File: src/logic/hsp_pkg.sv
`default_nettype none
package hsp_pkg;

  // ===================================================
  // widths
  localparam int unsigned DW = 16;
  localparam int unsigned AW = 8;
  localparam int unsigned MW = 20;

  // ===================================================
  // host port byte offsets
  localparam logic [7:0] OFF_CTRL = 8'h00;
  localparam logic [7:0] OFF_MON_LO = 8'h10;
  localparam logic [7:0] OFF_MON_HI = 8'h12;
  localparam logic [7:0] OFF_LAST_STS = 8'h14;
  localparam logic [7:0] OFF_LAST_CMD = 8'h16;
  localparam logic [7:0] OFF_RUN_STS = 8'h18;
  localparam logic [7:0] OFF_VEC_A = 8'h1a;
  localparam logic [7:0] OFF_VEC_B = 8'h1c;
  localparam logic [7:0] OFF_SFR_BASE = 8'h80;
  localparam logic [7:0] OFF_LAUNCH = 8'h80;
  localparam logic [7:0] OFF_CLEAR = 8'h88;
  localparam logic [7:0] OFF_SHUTDOWN = 8'h8a;
  localparam logic [7:0] OFF_STS_WR = 8'h98;

  // ===================================================
  // run status field positions
  localparam int ST_ACTIVE = 15;
  localparam int ST_IRQ_A = 14;
  localparam int ST_IRQ_B = 13;
  localparam int ST_B_DONE = 12;
  localparam int ST_DONE = 11;
  localparam int ST_F_ALU = 10;
  localparam int ST_F_HOST = 9;
  localparam int ST_F_LOOP = 8;
  localparam int ST_SHUT = 7;
  localparam int ST_MODE_HI = 6;
  localparam int ST_MODE_LO = 4;
  localparam int ST_B_LATE = 3;
  localparam int ST_ST_DONE = 2;
  localparam int ST_BIT_FAIL = 1;
  localparam int ST_ERR = 0;
  localparam int CTRL_CLR_BIT = 5;
  localparam logic [15:0] STS_RESET = 16'h0000;
  localparam logic [15:0] WORD_RESET = 16'h0000;

  // ===================================================
  // current mode codes and launch codes
  localparam logic [2:0] MODE_OFF = 3'h0;
  localparam logic [2:0] MODE_SIM = 3'h1;
  localparam logic [2:0] MODE_DIAG = 3'h2;
  localparam logic [2:0] MODE_TM = 3'h4;
  localparam logic [2:0] LAUNCH_SIM = 3'h1;
  localparam logic [2:0] LAUNCH_DIAG = 3'h2;
  localparam logic [2:0] LAUNCH_TM_INIT = 3'h3;
  localparam logic [2:0] LAUNCH_TM_QUICK = 3'h4;

  // ===================================================
  // carriers
  typedef struct packed {
    logic req;
    logic we;
    logic [7:0] addr;
    logic [15:0] wdata;
  } hsp_host_req_t;

  typedef struct packed {
    logic running;
    logic selftest_busy;
    logic powerup;
    logic irq_a;
    logic irq_b;
    logic b_on_done;
    logic alu_fail;
    logic host_fail;
    logic loop_fail;
    logic st_done;
    logic bit_fail;
    logic err;
    logic err_mask;
    logic to_off;
    logic mon_we;
    logic [19:0] mon_addr;
    logic sts_we;
    logic [15:0] sts_word;
    logic cmd_we;
    logic [15:0] cmd_word;
  } hsp_engine_t;

  typedef struct packed {
    logic done;
    logic [15:0] data;
  } hsp_fw_t;

  typedef struct packed {
    logic req;
    logic rd;
    logic [7:0] addr;
    logic [15:0] data;
  } hsp_svc_t;

  // special-function window decode
  function automatic logic is_sfr(input logic [7:0] a);
    return a[7];
  endfunction : is_sfr

endpackage : hsp_pkg
`default_nettype wire

File: src/logic/hsp_host_port.sv
`default_nettype none
// Operation
// RL1 - in monitor mode, low 16 bits of newest ring entry readable at 0x10
// RL2 - ring entry bits 19..16 in bits 3..0 at 0x12, upper bits zero
// RL3 - host joins pointer and map, adds its own top four bits
// RL4 - last terminal status and last received command words readable
// RL5 - run status read at 0x18, written only through 0x98
// RL6 - run status cleared by reset, clear command, control bit 5
// RL7 - bit 15 high while running, self-testing or servicing clear
// RL8 - bits 14 and 13 set on level-A and level-B mask matches
// RL9 - bit 11 on command done, bit 12 when level-B reports it
// RL10 - bits 10, 9, 8 flag arithmetic, host, loopback test failures
// RL11 - bit 7 set once host requested orderly shutdown
// RL12 - bits 6..4 give current mode: 0, 1, 2 or 4
// RL13 - bit 3 late level-B, bit 2 test done, bit 1 test failed
// RL14 - bit 0 error, maskable except during power-up
// RL15 - level-A and level-B vectors held, given on interrupt acknowledge
// RL16 - window 0x80..0xff serviced by firmware
// RL17 - window write latched, firmware asked only after cycle ends
// RL18 - bit 11 held until read again after having been seen
// RL19 - host polls bit 11, clears it, then issues next command
// RL20 - window read gives stale data, then firmware fetches value
// RL21 - host repeats the read after bit 11 handshake for valid data
// RL22 - start mode in bits 2..0, upper bits zero
// RL23 - both terminal/monitor starts show mode 4
// RL24 - status read clears only bit 11, only if already seen set
module hsp_host_port (
  // clock, reset, enable
  input wire logic mclk_i,
  input wire logic reset_i,
  input wire logic ce_i,
  // host register port
  input wire hsp_pkg::hsp_host_req_t host_i,
  output logic host_ack_o,
  output logic [15:0] host_rdata_o,
  // interrupt acknowledge
  input wire logic iack_req_i,
  input wire logic iack_lvl_b_i,
  output logic iack_ack_o,
  output logic [15:0] iack_vec_o,
  // protocol engine side
  input wire hsp_pkg::hsp_engine_t eng_i,
  input wire hsp_pkg::hsp_fw_t fw_i,
  output hsp_pkg::hsp_svc_t svc_o,
  output logic [15:0] run_status_o
);

  // ===================================================
  // elaboration checks
  if (hsp_pkg::DW != 16) begin : g_dw_chk
    $error("host port is 16 bits wide");
  end
  if (hsp_pkg::MW != 20) begin : g_mw_chk
    $error("ring address is 20 bits");
  end

  // ===================================================
  // state
  typedef struct packed {
    logic [15:0] sts;
    logic [15:0] vec_a;
    logic [15:0] vec_b;
    logic [19:0] mon;
    logic [15:0] last_sts;
    logic [15:0] last_cmd;
    logic [15:0] host_io_access;
    logic busy;
    logic ack;
    logic [15:0] rdata;
    logic arm;
    hsp_pkg::hsp_svc_t svc;
    logic seen;
    logic b_pend;
    logic iack_busy;
    logic iack_ack;
    logic [15:0] iack_vec;
  } hsp_state_t;

  hsp_state_t state_q;
  hsp_state_t state_d;

  logic take;
  logic done_evt;
  logic [15:0] set_bits;
  logic b_raise;
  logic dec_launch;
  logic dec_mode_ok;
  logic [2:0] dec_mode;
  logic dec_clear;
  logic dec_shut;
  logic dec_sts_wr;

  // ===================================================
  // helpers
  hsp_launch_decode u_decode (
    .svc_i(state_q.svc),
    .is_launch_o(dec_launch),
    .mode_ok_o(dec_mode_ok),
    .mode_o(dec_mode),
    .is_clear_o(dec_clear),
    .is_shut_o(dec_shut),
    .is_sts_wr_o(dec_sts_wr)
  );

  hsp_status_events u_events (
    .eng_i(eng_i),
    .done_i(done_evt),
    .b_pend_i(state_q.b_pend),
    .set_o(set_bits),
    .b_raise_o(b_raise)
  );

  // a new access is taken only once the previous cycle has ended
  assign take = host_i.req && !state_q.busy;
  assign done_evt = state_q.svc.req && fw_i.done;

  // ===================================================
  // next state
  always_comb begin
    state_d = state_q;
    state_d.ack = 1'b0;
    state_d.iack_ack = 1'b0;

    // host access
    if (take) begin
      state_d.busy = 1'b1;
      state_d.ack = 1'b1;
      if (hsp_pkg::is_sfr(host_i.addr)) begin
        // one outstanding function; extra ones are acked and dropped
        if (!state_q.svc.req && !state_q.arm) begin
          state_d.arm = 1'b1; // RL16
          state_d.svc.rd = !host_i.we;
          state_d.svc.addr = host_i.addr;
          if (host_i.we) begin
            state_d.host_io_access = host_i.wdata; // RL17
            state_d.svc.data = host_i.wdata;
          end
        end
        // reads return whatever the internal register holds
        state_d.rdata = state_q.host_io_access; // RL20
      end else if (host_i.we) begin
        state_d.rdata = 16'h0000;
        case (host_i.addr)
          hsp_pkg::OFF_VEC_A: state_d.vec_a = host_i.wdata; // RL15
          hsp_pkg::OFF_VEC_B: state_d.vec_b = host_i.wdata; // RL15
          hsp_pkg::OFF_CTRL: begin
            if (host_i.wdata[hsp_pkg::CTRL_CLR_BIT]) begin
              state_d.sts = hsp_pkg::STS_RESET; // RL6
              state_d.seen = 1'b0;
            end
          end
          // status word itself is read-only here
          default: state_d.rdata = 16'h0000; // RL5
        endcase
      end else begin
        case (host_i.addr)
          hsp_pkg::OFF_MON_LO: state_d.rdata = state_q.mon[15:0]; // RL1
          hsp_pkg::OFF_MON_HI: state_d.rdata = {12'h000, state_q.mon[19:16]}; // RL2
          hsp_pkg::OFF_LAST_STS: state_d.rdata = state_q.last_sts; // RL4
          hsp_pkg::OFF_LAST_CMD: state_d.rdata = state_q.last_cmd; // RL4
          hsp_pkg::OFF_VEC_A: state_d.rdata = state_q.vec_a;
          hsp_pkg::OFF_VEC_B: state_d.rdata = state_q.vec_b;
          hsp_pkg::OFF_RUN_STS: begin
            state_d.rdata = state_q.sts; // RL5
            // first read that sees done arms, the next one clears
            if (state_q.sts[hsp_pkg::ST_DONE]) begin
              if (state_q.seen) begin
                state_d.sts[hsp_pkg::ST_DONE] = 1'b0; // RL24
                state_d.seen = 1'b0;
              end else begin
                state_d.seen = 1'b1; // RL18
              end
            end
          end
          default: state_d.rdata = 16'h0000;
        endcase
      end
    end

    // bus cycle ends when the host drops its request
    if (state_q.busy && !host_i.req) begin
      state_d.busy = 1'b0;
      if (state_q.arm) begin
        state_d.arm = 1'b0;
        state_d.svc.req = 1'b1; // RL17
      end
    end

    // engine back in off state ends a shutdown; placed before completion
    // so that a shutdown or start finishing in the same cycle wins
    if (eng_i.to_off) begin
      state_d.sts[hsp_pkg::ST_MODE_HI:hsp_pkg::ST_MODE_LO] = hsp_pkg::MODE_OFF; // RL12
      state_d.sts[hsp_pkg::ST_SHUT] = 1'b0;
    end

    // firmware completion
    if (done_evt) begin
      state_d.svc.req = 1'b0;
      if (state_q.svc.rd) begin
        state_d.host_io_access = fw_i.data; // RL20
      end
      if (dec_clear || dec_sts_wr) begin
        state_d.sts = dec_sts_wr ? state_q.svc.data : hsp_pkg::STS_RESET; // RL6
        state_d.seen = 1'b0;
      end
      if (dec_shut) begin
        state_d.sts[hsp_pkg::ST_SHUT] = 1'b1; // RL11
      end
      if (dec_launch && dec_mode_ok) begin
        state_d.sts[hsp_pkg::ST_MODE_HI:hsp_pkg::ST_MODE_LO] = dec_mode; // RL12
        state_d.sts[hsp_pkg::ST_SHUT] = 1'b0;
      end
    end

    // interrupt acknowledge, one per request
    if (iack_req_i && !state_q.iack_busy) begin
      state_d.iack_busy = 1'b1;
      state_d.iack_ack = 1'b1;
      state_d.iack_vec = iack_lvl_b_i ? state_q.vec_b : state_q.vec_a; // RL15
      if (iack_lvl_b_i) begin
        state_d.b_pend = 1'b0;
      end
    end
    if (state_q.iack_busy && !iack_req_i) begin
      state_d.iack_busy = 1'b0;
    end

    // raise after acknowledge so a new request is not lost
    if (b_raise) begin
      state_d.b_pend = 1'b1; // RL13
    end

    // sticky events last, so a set beats any clear
    state_d.sts = state_d.sts | set_bits; // RL9

    // busy is a live view, not sticky; a clear counts from its bus cycle
    // until firmware is done, with no gap while it is only armed
    state_d.sts[hsp_pkg::ST_ACTIVE] = eng_i.running || eng_i.selftest_busy
      || ((state_d.svc.req || state_d.arm) && !state_d.svc.rd
      && state_d.svc.addr == hsp_pkg::OFF_CLEAR); // RL7

    // monitor ring tail only tracked in terminal/monitor mode
    if (eng_i.mon_we
        && state_q.sts[hsp_pkg::ST_MODE_HI:hsp_pkg::ST_MODE_LO] == hsp_pkg::MODE_TM) begin
      state_d.mon = eng_i.mon_addr; // RL1
    end
    if (eng_i.sts_we) begin
      state_d.last_sts = eng_i.sts_word; // RL4
    end
    if (eng_i.cmd_we) begin
      state_d.last_cmd = eng_i.cmd_word; // RL4
    end
  end

  // ===================================================
  // registers
  always_ff @(posedge mclk_i or posedge reset_i) begin
    if (reset_i) begin
      state_q <= '0; // RL6
    end else if (ce_i) begin
      state_q <= state_d;
    end
  end

  // outputs straight from the state register
  assign host_ack_o = state_q.ack;
  assign host_rdata_o = state_q.rdata;
  assign iack_ack_o = state_q.iack_ack;
  assign iack_vec_o = state_q.iack_vec;
  assign svc_o = state_q.svc;
  assign run_status_o = state_q.sts;

  logic no_evt;
  assign no_evt = set_bits == 16'h0000 && !done_evt;
endmodule : hsp_host_port
`default_nettype wire

File: src/logic/hsp_launch_decode.sv
`default_nettype none
// ===================================================
// decodes the pending special function
module hsp_launch_decode (
  // pending request
  input wire hsp_pkg::hsp_svc_t svc_i,
  // decoded actions
  output logic is_launch_o,
  output logic mode_ok_o,
  output logic [2:0] mode_o,
  output logic is_clear_o,
  output logic is_shut_o,
  output logic is_sts_wr_o
);

  // only writes carry an action; reads just fetch data
  assign is_launch_o = !svc_i.rd && svc_i.addr == hsp_pkg::OFF_LAUNCH;
  assign is_clear_o = !svc_i.rd && svc_i.addr == hsp_pkg::OFF_CLEAR;
  assign is_shut_o = !svc_i.rd && svc_i.addr == hsp_pkg::OFF_SHUTDOWN;
  assign is_sts_wr_o = !svc_i.rd && svc_i.addr == hsp_pkg::OFF_STS_WR;

  // both terminal/monitor starts report the same mode
  always_comb begin
    mode_ok_o = 1'b1;
    case (svc_i.data[2:0])
      hsp_pkg::LAUNCH_SIM: mode_o = hsp_pkg::MODE_SIM;
      hsp_pkg::LAUNCH_DIAG: mode_o = hsp_pkg::MODE_DIAG;
      hsp_pkg::LAUNCH_TM_INIT: mode_o = hsp_pkg::MODE_TM; // RL23
      hsp_pkg::LAUNCH_TM_QUICK: mode_o = hsp_pkg::MODE_TM; // RL23
      default: begin
        mode_o = hsp_pkg::MODE_OFF;
        mode_ok_o = 1'b0;
      end
    endcase
    // upper data bits must be zero or the start is ignored
    if (svc_i.data[15:3] != 13'h0000) begin
      mode_ok_o = 1'b0; // RL22
    end
  end

endmodule : hsp_launch_decode
`default_nettype wire

File: src/logic/hsp_status_events.sv
`default_nettype none
// ===================================================
// turns engine events into status set bits
module hsp_status_events (
  // inputs
  input wire hsp_pkg::hsp_engine_t eng_i,
  input wire logic done_i,
  input wire logic b_pend_i,
  // outputs
  output logic [15:0] set_o,
  output logic b_raise_o
);

  logic b_done;

  assign b_done = done_i && eng_i.b_on_done;
  assign b_raise_o = eng_i.irq_b || b_done;

  // each set bit is sticky in the caller, set wins over clears
  always_comb begin
    set_o = 16'h0000;
    set_o[hsp_pkg::ST_IRQ_A] = eng_i.irq_a; // RL8
    set_o[hsp_pkg::ST_IRQ_B] = eng_i.irq_b; // RL8
    set_o[hsp_pkg::ST_B_DONE] = b_done; // RL9
    set_o[hsp_pkg::ST_DONE] = done_i; // RL9
    set_o[hsp_pkg::ST_F_ALU] = eng_i.alu_fail; // RL10
    set_o[hsp_pkg::ST_F_HOST] = eng_i.host_fail; // RL10
    set_o[hsp_pkg::ST_F_LOOP] = eng_i.loop_fail; // RL10
    set_o[hsp_pkg::ST_B_LATE] = b_raise_o && b_pend_i; // RL13
    set_o[hsp_pkg::ST_ST_DONE] = eng_i.st_done; // RL13
    set_o[hsp_pkg::ST_BIT_FAIL] = eng_i.bit_fail; // RL13
    // mask ignored while powering up
    set_o[hsp_pkg::ST_ERR] = eng_i.err && (!eng_i.err_mask || eng_i.powerup); // RL14
  end

endmodule : hsp_status_events
`default_nettype wire

File: config.mk
export PLATFORM = sky130hd
export DESIGN_NAME = hsp_host_port
export DESIGN_NICKNAME = d
export VERILOG_FILES = /design/src/logic/hsp_pkg.sv /design/src/logic/hsp_host_port.sv /design/src/logic/hsp_launch_decode.sv /design/src/logic/hsp_status_events.sv
export SDC_FILE = /design/constraint.sdc
export NUM_CORES = 1
export LEC_CHECK = 0
export BUFFER_PORTS_ARGS = -buffer_cell sky130_fd_sc_hd__clkbuf_2
export CORE_UTILIZATION = 25
export DETAILED_ROUTE_END_ITERATION = 10
export PLACE_DENSITY = 0.45
export SLEW_MARGIN = 20
export SYNTH_ARGS = -nofsm -noshare
export SYNTH_HDL_FRONTEND = slang
export SYNTH_SLANG_ARGS = --single-unit
File: constraint.sdc
create_clock -name mclk_i -period 5.3 [get_ports mclk_i]
set_clock_uncertainty 0.15 [all_clocks]
set_input_delay 0.265 -clock mclk_i [delete_from_list [all_inputs] [get_ports mclk_i]]
set_output_delay 0.265 -clock mclk_i [all_outputs]
set_load 0.02 [all_outputs]
# [After elaboration in Yosys (flattened, before gate mapping)]
# Index checks and enable logic that the tools add are counted.
# W data, S select, Z words.
[totals] latchBits=0 elab_cells=144 mem_bits_rw=0 register_bits=181 inputBits=117 output_inout_bits=76 rom_bits=0 mem_count=0
[op_classes] n_mux=53 n_eq_ne=17 bitwise=2 shifts=0 reduce_logical=52 n_lt_le_gt_ge=0 addsub=0 div_mod_pow=0 mul=0
[ops] operator="$mux W16" count=11
[ops] operator="$pmux W16 S7" count=1
[ops] operator="$mux W47" count=2
[ops] operator="$mux W15" count=5
[ops] operator="$eq A8 B5 Y1 const B" count=7
[ops] operator="$mux W25" count=2
[ops] operator="$mux W43" count=1
[ops] operator="$eq A8 B8 Y1 const B" count=5
[ops] operator="$mux W35" count=1
[ops] operator="$mux W26" count=1
[ops] operator="$mux W1" count=22
[ops] operator="$mux W19" count=1
[ops] operator="$logic_and A1 B1 Y1" count=17
[ops] operator="$or A15 B15 Y15" count=1
[ops] operator="$reduce_and A5 Y1" count=3
[ops] operator="$reduce_and A2 Y1" count=7
[ops] operator="$reduce_bool A13 Y1" count=1
[ops] operator="$logic_not A1 Y1" count=10
[ops] operator="$pmux W3 S3" count=1
[ops] operator="$logic_not A8 Y1" count=1
[ops] operator="$mux W4" count=2
[ops] operator="$reduce_bool A2 Y1" count=4
[ops] operator="$eq A3 B2 Y1 const B" count=2
[ops] operator="$eq A3 B3 Y1 const B" count=2
[ops] operator="8 further kinds" count=14

# [Longest topological paths before layout]
[logic_depth] word_depth=12 ltp_mapped=9 mapped_depth_nobuf=7

# [By module]
# From an unflattened synthesis, not the netlist that was laid out.
[hier_totals] cells_unflattened=832 hier_area_um2=9339.0
[modules_own_cells] mod="hsp_host_port" area_each_um2=9052.4 cells_per_inst=790 instances=1
[modules_own_cells] mod="hsp_launch_decode" area_each_um2=145.1 cells_per_inst=22 instances=1
[modules_own_cells] mod="hsp_status_events" area_each_um2=141.4 cells_per_inst=20 instances=1

# [Least setup slack after synthesis]
# Ideal clock, no wire load.
[synth_path] path_kind="reg-to-reg" start="reg state_q[64] (netlist bit)" end="reg state_q[133] (netlist bit)" stages_incl_launch_ff=8 path_buffers=1 path_slack_ps=3024 t_arrival_ps=2001 required_time_ps=5025 period_less_slack_ps=2276 cell_sequence="dfrtp_1 > inv_1 > ha_1 > nand2_1 > nor3_1 > nand4_4 > buf_2 > mux2_2"
[synth_via] elab_chain_len=3
[synth_lines] item="start, declared" line_no="hsp_host_port.sv:79" rtl="hsp_state_t state_q;"
[synth_lines] item="start signal, assigned" line_no="hsp_host_port.sv:261" rtl="state_q <= state_d;"
[synth_lines] item="$logic_not A1 Y1" line_no="hsp_host_port.sv:114" rtl="assign take = host_i.req && !state_q.busy;"
[synth_lines] item="$logic_and A1 B1 Y1" line_no="hsp_host_port.sv:114"
[synth_lines] item="$reduce_and A5 Y1 (no line)"
# No other way between the ends.
# A chain may end at the register's enable or synchronous reset.

# [Final worst setup path]
[layout_path] start="reg state_q[64] (netlist bit)" end="reg state_q (netlist bit svc_o[4])"
# Same word-level chain as after synthesis.

==> qor.yml <==
syn_avg_cell_area_um2: 11.0
final-hold-violation-count: 0
cts_setup_buffers: 0
gr-usage-all-layers: 0.174
core_area_mm2: 0.0358
grt_pass1_vias: 7265
yosysUniqueCellTypes: 60
tns_ns: 0
finalCriticalPeriod_ns: 3.15
start_util: 0.256
cts.hold.buffers_added: 72
cp-end-kind: "flip-flop"
slew_headroom: 0.347
htreeDepth: 4
remaining_drc_errors: 0
worst-setup-path-type: "flip-flop to flip-flop"
seq_area_frac_synth: 0.493
critical_path.max_fanout: 19
die_h_um: 194
nets: 1127
num_io_pins: 193
die_x_um: 194
ys_top_cells_by_area: "dfrtp_1, mux2_2, buf_4"
antenna_found_initial: 1
power_density_mw_per_mm2: 420
ys_ff_latch: 181
grt_pass1_wl_mm: 48.2
rows: 69
path_clk_slew_ns: 0.08
syn_nets: 957
numCtsBuffers: 17
dr.pass1.iters: 5
synth_area_leader_cell: "dfrtp_1"
synth_cells: 835
clock_sinks: 181
fin_util: 0.317
wl_per_cell_um: 21.8
synth_area_mm2: 0.00919
postPlaceCellArea_mm2: 0.0101
dp_hpwl_mm: 23.7
synth_top_flop_cell: "dfrtp_1"
worstHoldPathCells: 3
cts_root_buf: "clkbuf_16"
maxSlewViolCount: 0
cts_tree: "done"
die-area_mm2: 0.0375
clock_power_share: 0.278
status: "finished clean"
rsz0062_at_grt: "false"
clk_latency_ns: 0.45
drt_iter0_drc: 417
holdWs_ns: 0.0211
synth_warnings: 0
combPwrFrac: 0.290
cts_resized: 0
leakage_uw: 0.00529
gp_congestion: 0.811
vdd_ir_drop_max_uv: 285
async_flop_share: 1.00
worst_pin_slew_ns: 0.977
power.switching_uw: 1760
nFillCells: 3704
rr_worst_depth: 6
final_cell_mix: "clkbuf_2, dfrtp_1, mux2_2"
fmax_ghz: 0.318
synth_edf_count: 0
seqPwrFrac: 0.431
layout_commonest_cell: "clkbuf_2"
p_sw_frac: 0.369
routed_wl_mm: 32.2
maxCapViolCount: 0
clock_path_buffers: 2
drive_gt1_frac: 0.352
port-buffer-count: 192
final_min_period_over_clock_period: 0.594
hold_path_class: "primary input to flip-flop"
grt_max_degree: 151
viasPerCell: 4.75
intPower_uw: 3010
yosys.area.top_type_share: 0.493
critPathLaunchType: "flip-flop"
crit_required_ns: 5.47
overflow: 0
routed-via-count: 7035
cp.arrival_ns: 3.32
area_growth_pct: 23.8
antenna_left: 0
fin_area_mm2: 0.0114
setup_viol: 0
[cell usage after synthesis (all sizes together), types with 2 or more instances]
library cell	instances
nand3b	2
mux4	4
o32ai	4
a21oi	53
a31oi	3
nand4	6
o22ai	24
nor4	9
mux2	109
buf	83
a221o	12
and2	7
a21o	10
or4b	2
nor4b	2
o2bb2ai	8
nor3b	3
and3	14
or4	5
nand2	68
a222oi	2
nor2b	4
nand2b	4
nand3	12
nor2	51
o21ai	27
dfrtp	181
clkbuf	39
ha	5
inv	16
a22o	2
or3	2
mux2i	24
a22oi	20
nor3	7
[critical path, stage by stage, from the launching register on]
cell and delay (ns):
dfrtp_1 0.40, inv_1 0.08, ha_1 0.24, and2_1 0.60, and2_1 0.44, nand2_1 0.61, mux2_2 0.49
[state kept, by name, summed over array words and instances, names as in the netlist]
| register | cells |
|---|---|
| host_ack_o | 1 |
| host_rdata_o | 16 |
| iack_ack_o | 1 |
| iack_vec_o | 16 |
| run_status_o | 16 |
| state_q | 105 |
| svc_o | 26 |
[power by group through the flow]
| stage | clock (uW) | combinational (uW) | sequential [uW] |
|---|---|---|---|
| final | 1330 | 1390 | 2060 |
| after global routing | 1420 | 1510 | 2110 |
| after CTS | 1370 | 1410 | 2060 |
| after detailed placement | 0 | 1360 | 2090 |
| after global placement | 0 | 1340 | 2080 |
| after floorplan | 0 | 1220 | 1940 |
[final timing paths]
| kind | end | from | slack, ns |
|---|---|---|---|
| worst max-delay path | svc_o[4] | state_q[64] | 2.15 |
| worst min-delay path | svc_o[17] | host_i[17] | 0.02 |
| worst max register to register | svc_o[4] | state_q[64] | 2.15 |
| worst min register to register | state_q[18] | state_q[18] | 0.33 |
| max in group asynchronous | state_q[17] | reset_i | 3.31 |
| min in group asynchronous | run_status_o[7] | reset_i | 0.36 |
[final cells by class]
type | instances | area [um^2] | share of cell area
sequential | 181 | 4530 | 0.398
multi-input combinational | 515 | 3840 | 0.338
timing repair buffer | 273 | 1760 | 0.155
tap | 461 | 577 | 0.0507
clock buffer | 18 | 429 | 0.0377
clock inverter | 14 | 166 | 0.0146
inverter | 17 | 67.6 | 0.00594
antenna | 1 | 2.50 | 0.000220
[routing by layer]
| metal | part of all wire | up-vias | GRT usage | wire length [um] |
|---|---|---|---|---|
| li1 | - | 3274 | - | - |
| met2 | 0.48 | 186 | 0.287 | 15500 |
| met5 | 0 | - | 0 | 0 |
| met3 | 0.045 | 22 | 0.0358 | 1460 |
| met4 | 0.016 | 0 | 0.0474 | 522 |
| met1 | 0.46 | 3553 | 0.232 | 14700 |
[stage by stage]
| step | setup WS [ns] | cells | total power (uW) |
|---|---|---|---|
| final | 2.15 | 1480 | 4780 |
| after global routing | 1.96 | 1479 | 5040 |
| after CTS | 2.17 | 1479 | 4840 |
| after detailed placement | 2.13 | 1375 | 3450 |
| after global placement | 1.85 | 1375 | 3430 |
| after floorplan | 2.56 | 835 | 3160 |
[cell families after synthesis]
group	synth area share
adders and majority gates	0.00681
DFF	0.493
xor gates and xnor gates	0.000953
buffers and inverters	0.0895
AOI/OAI and AO/OA	0.122
muxes	0.174
and+or+nand+nor	0.114
Note: power is estimated with default switching activity, not from simulation.
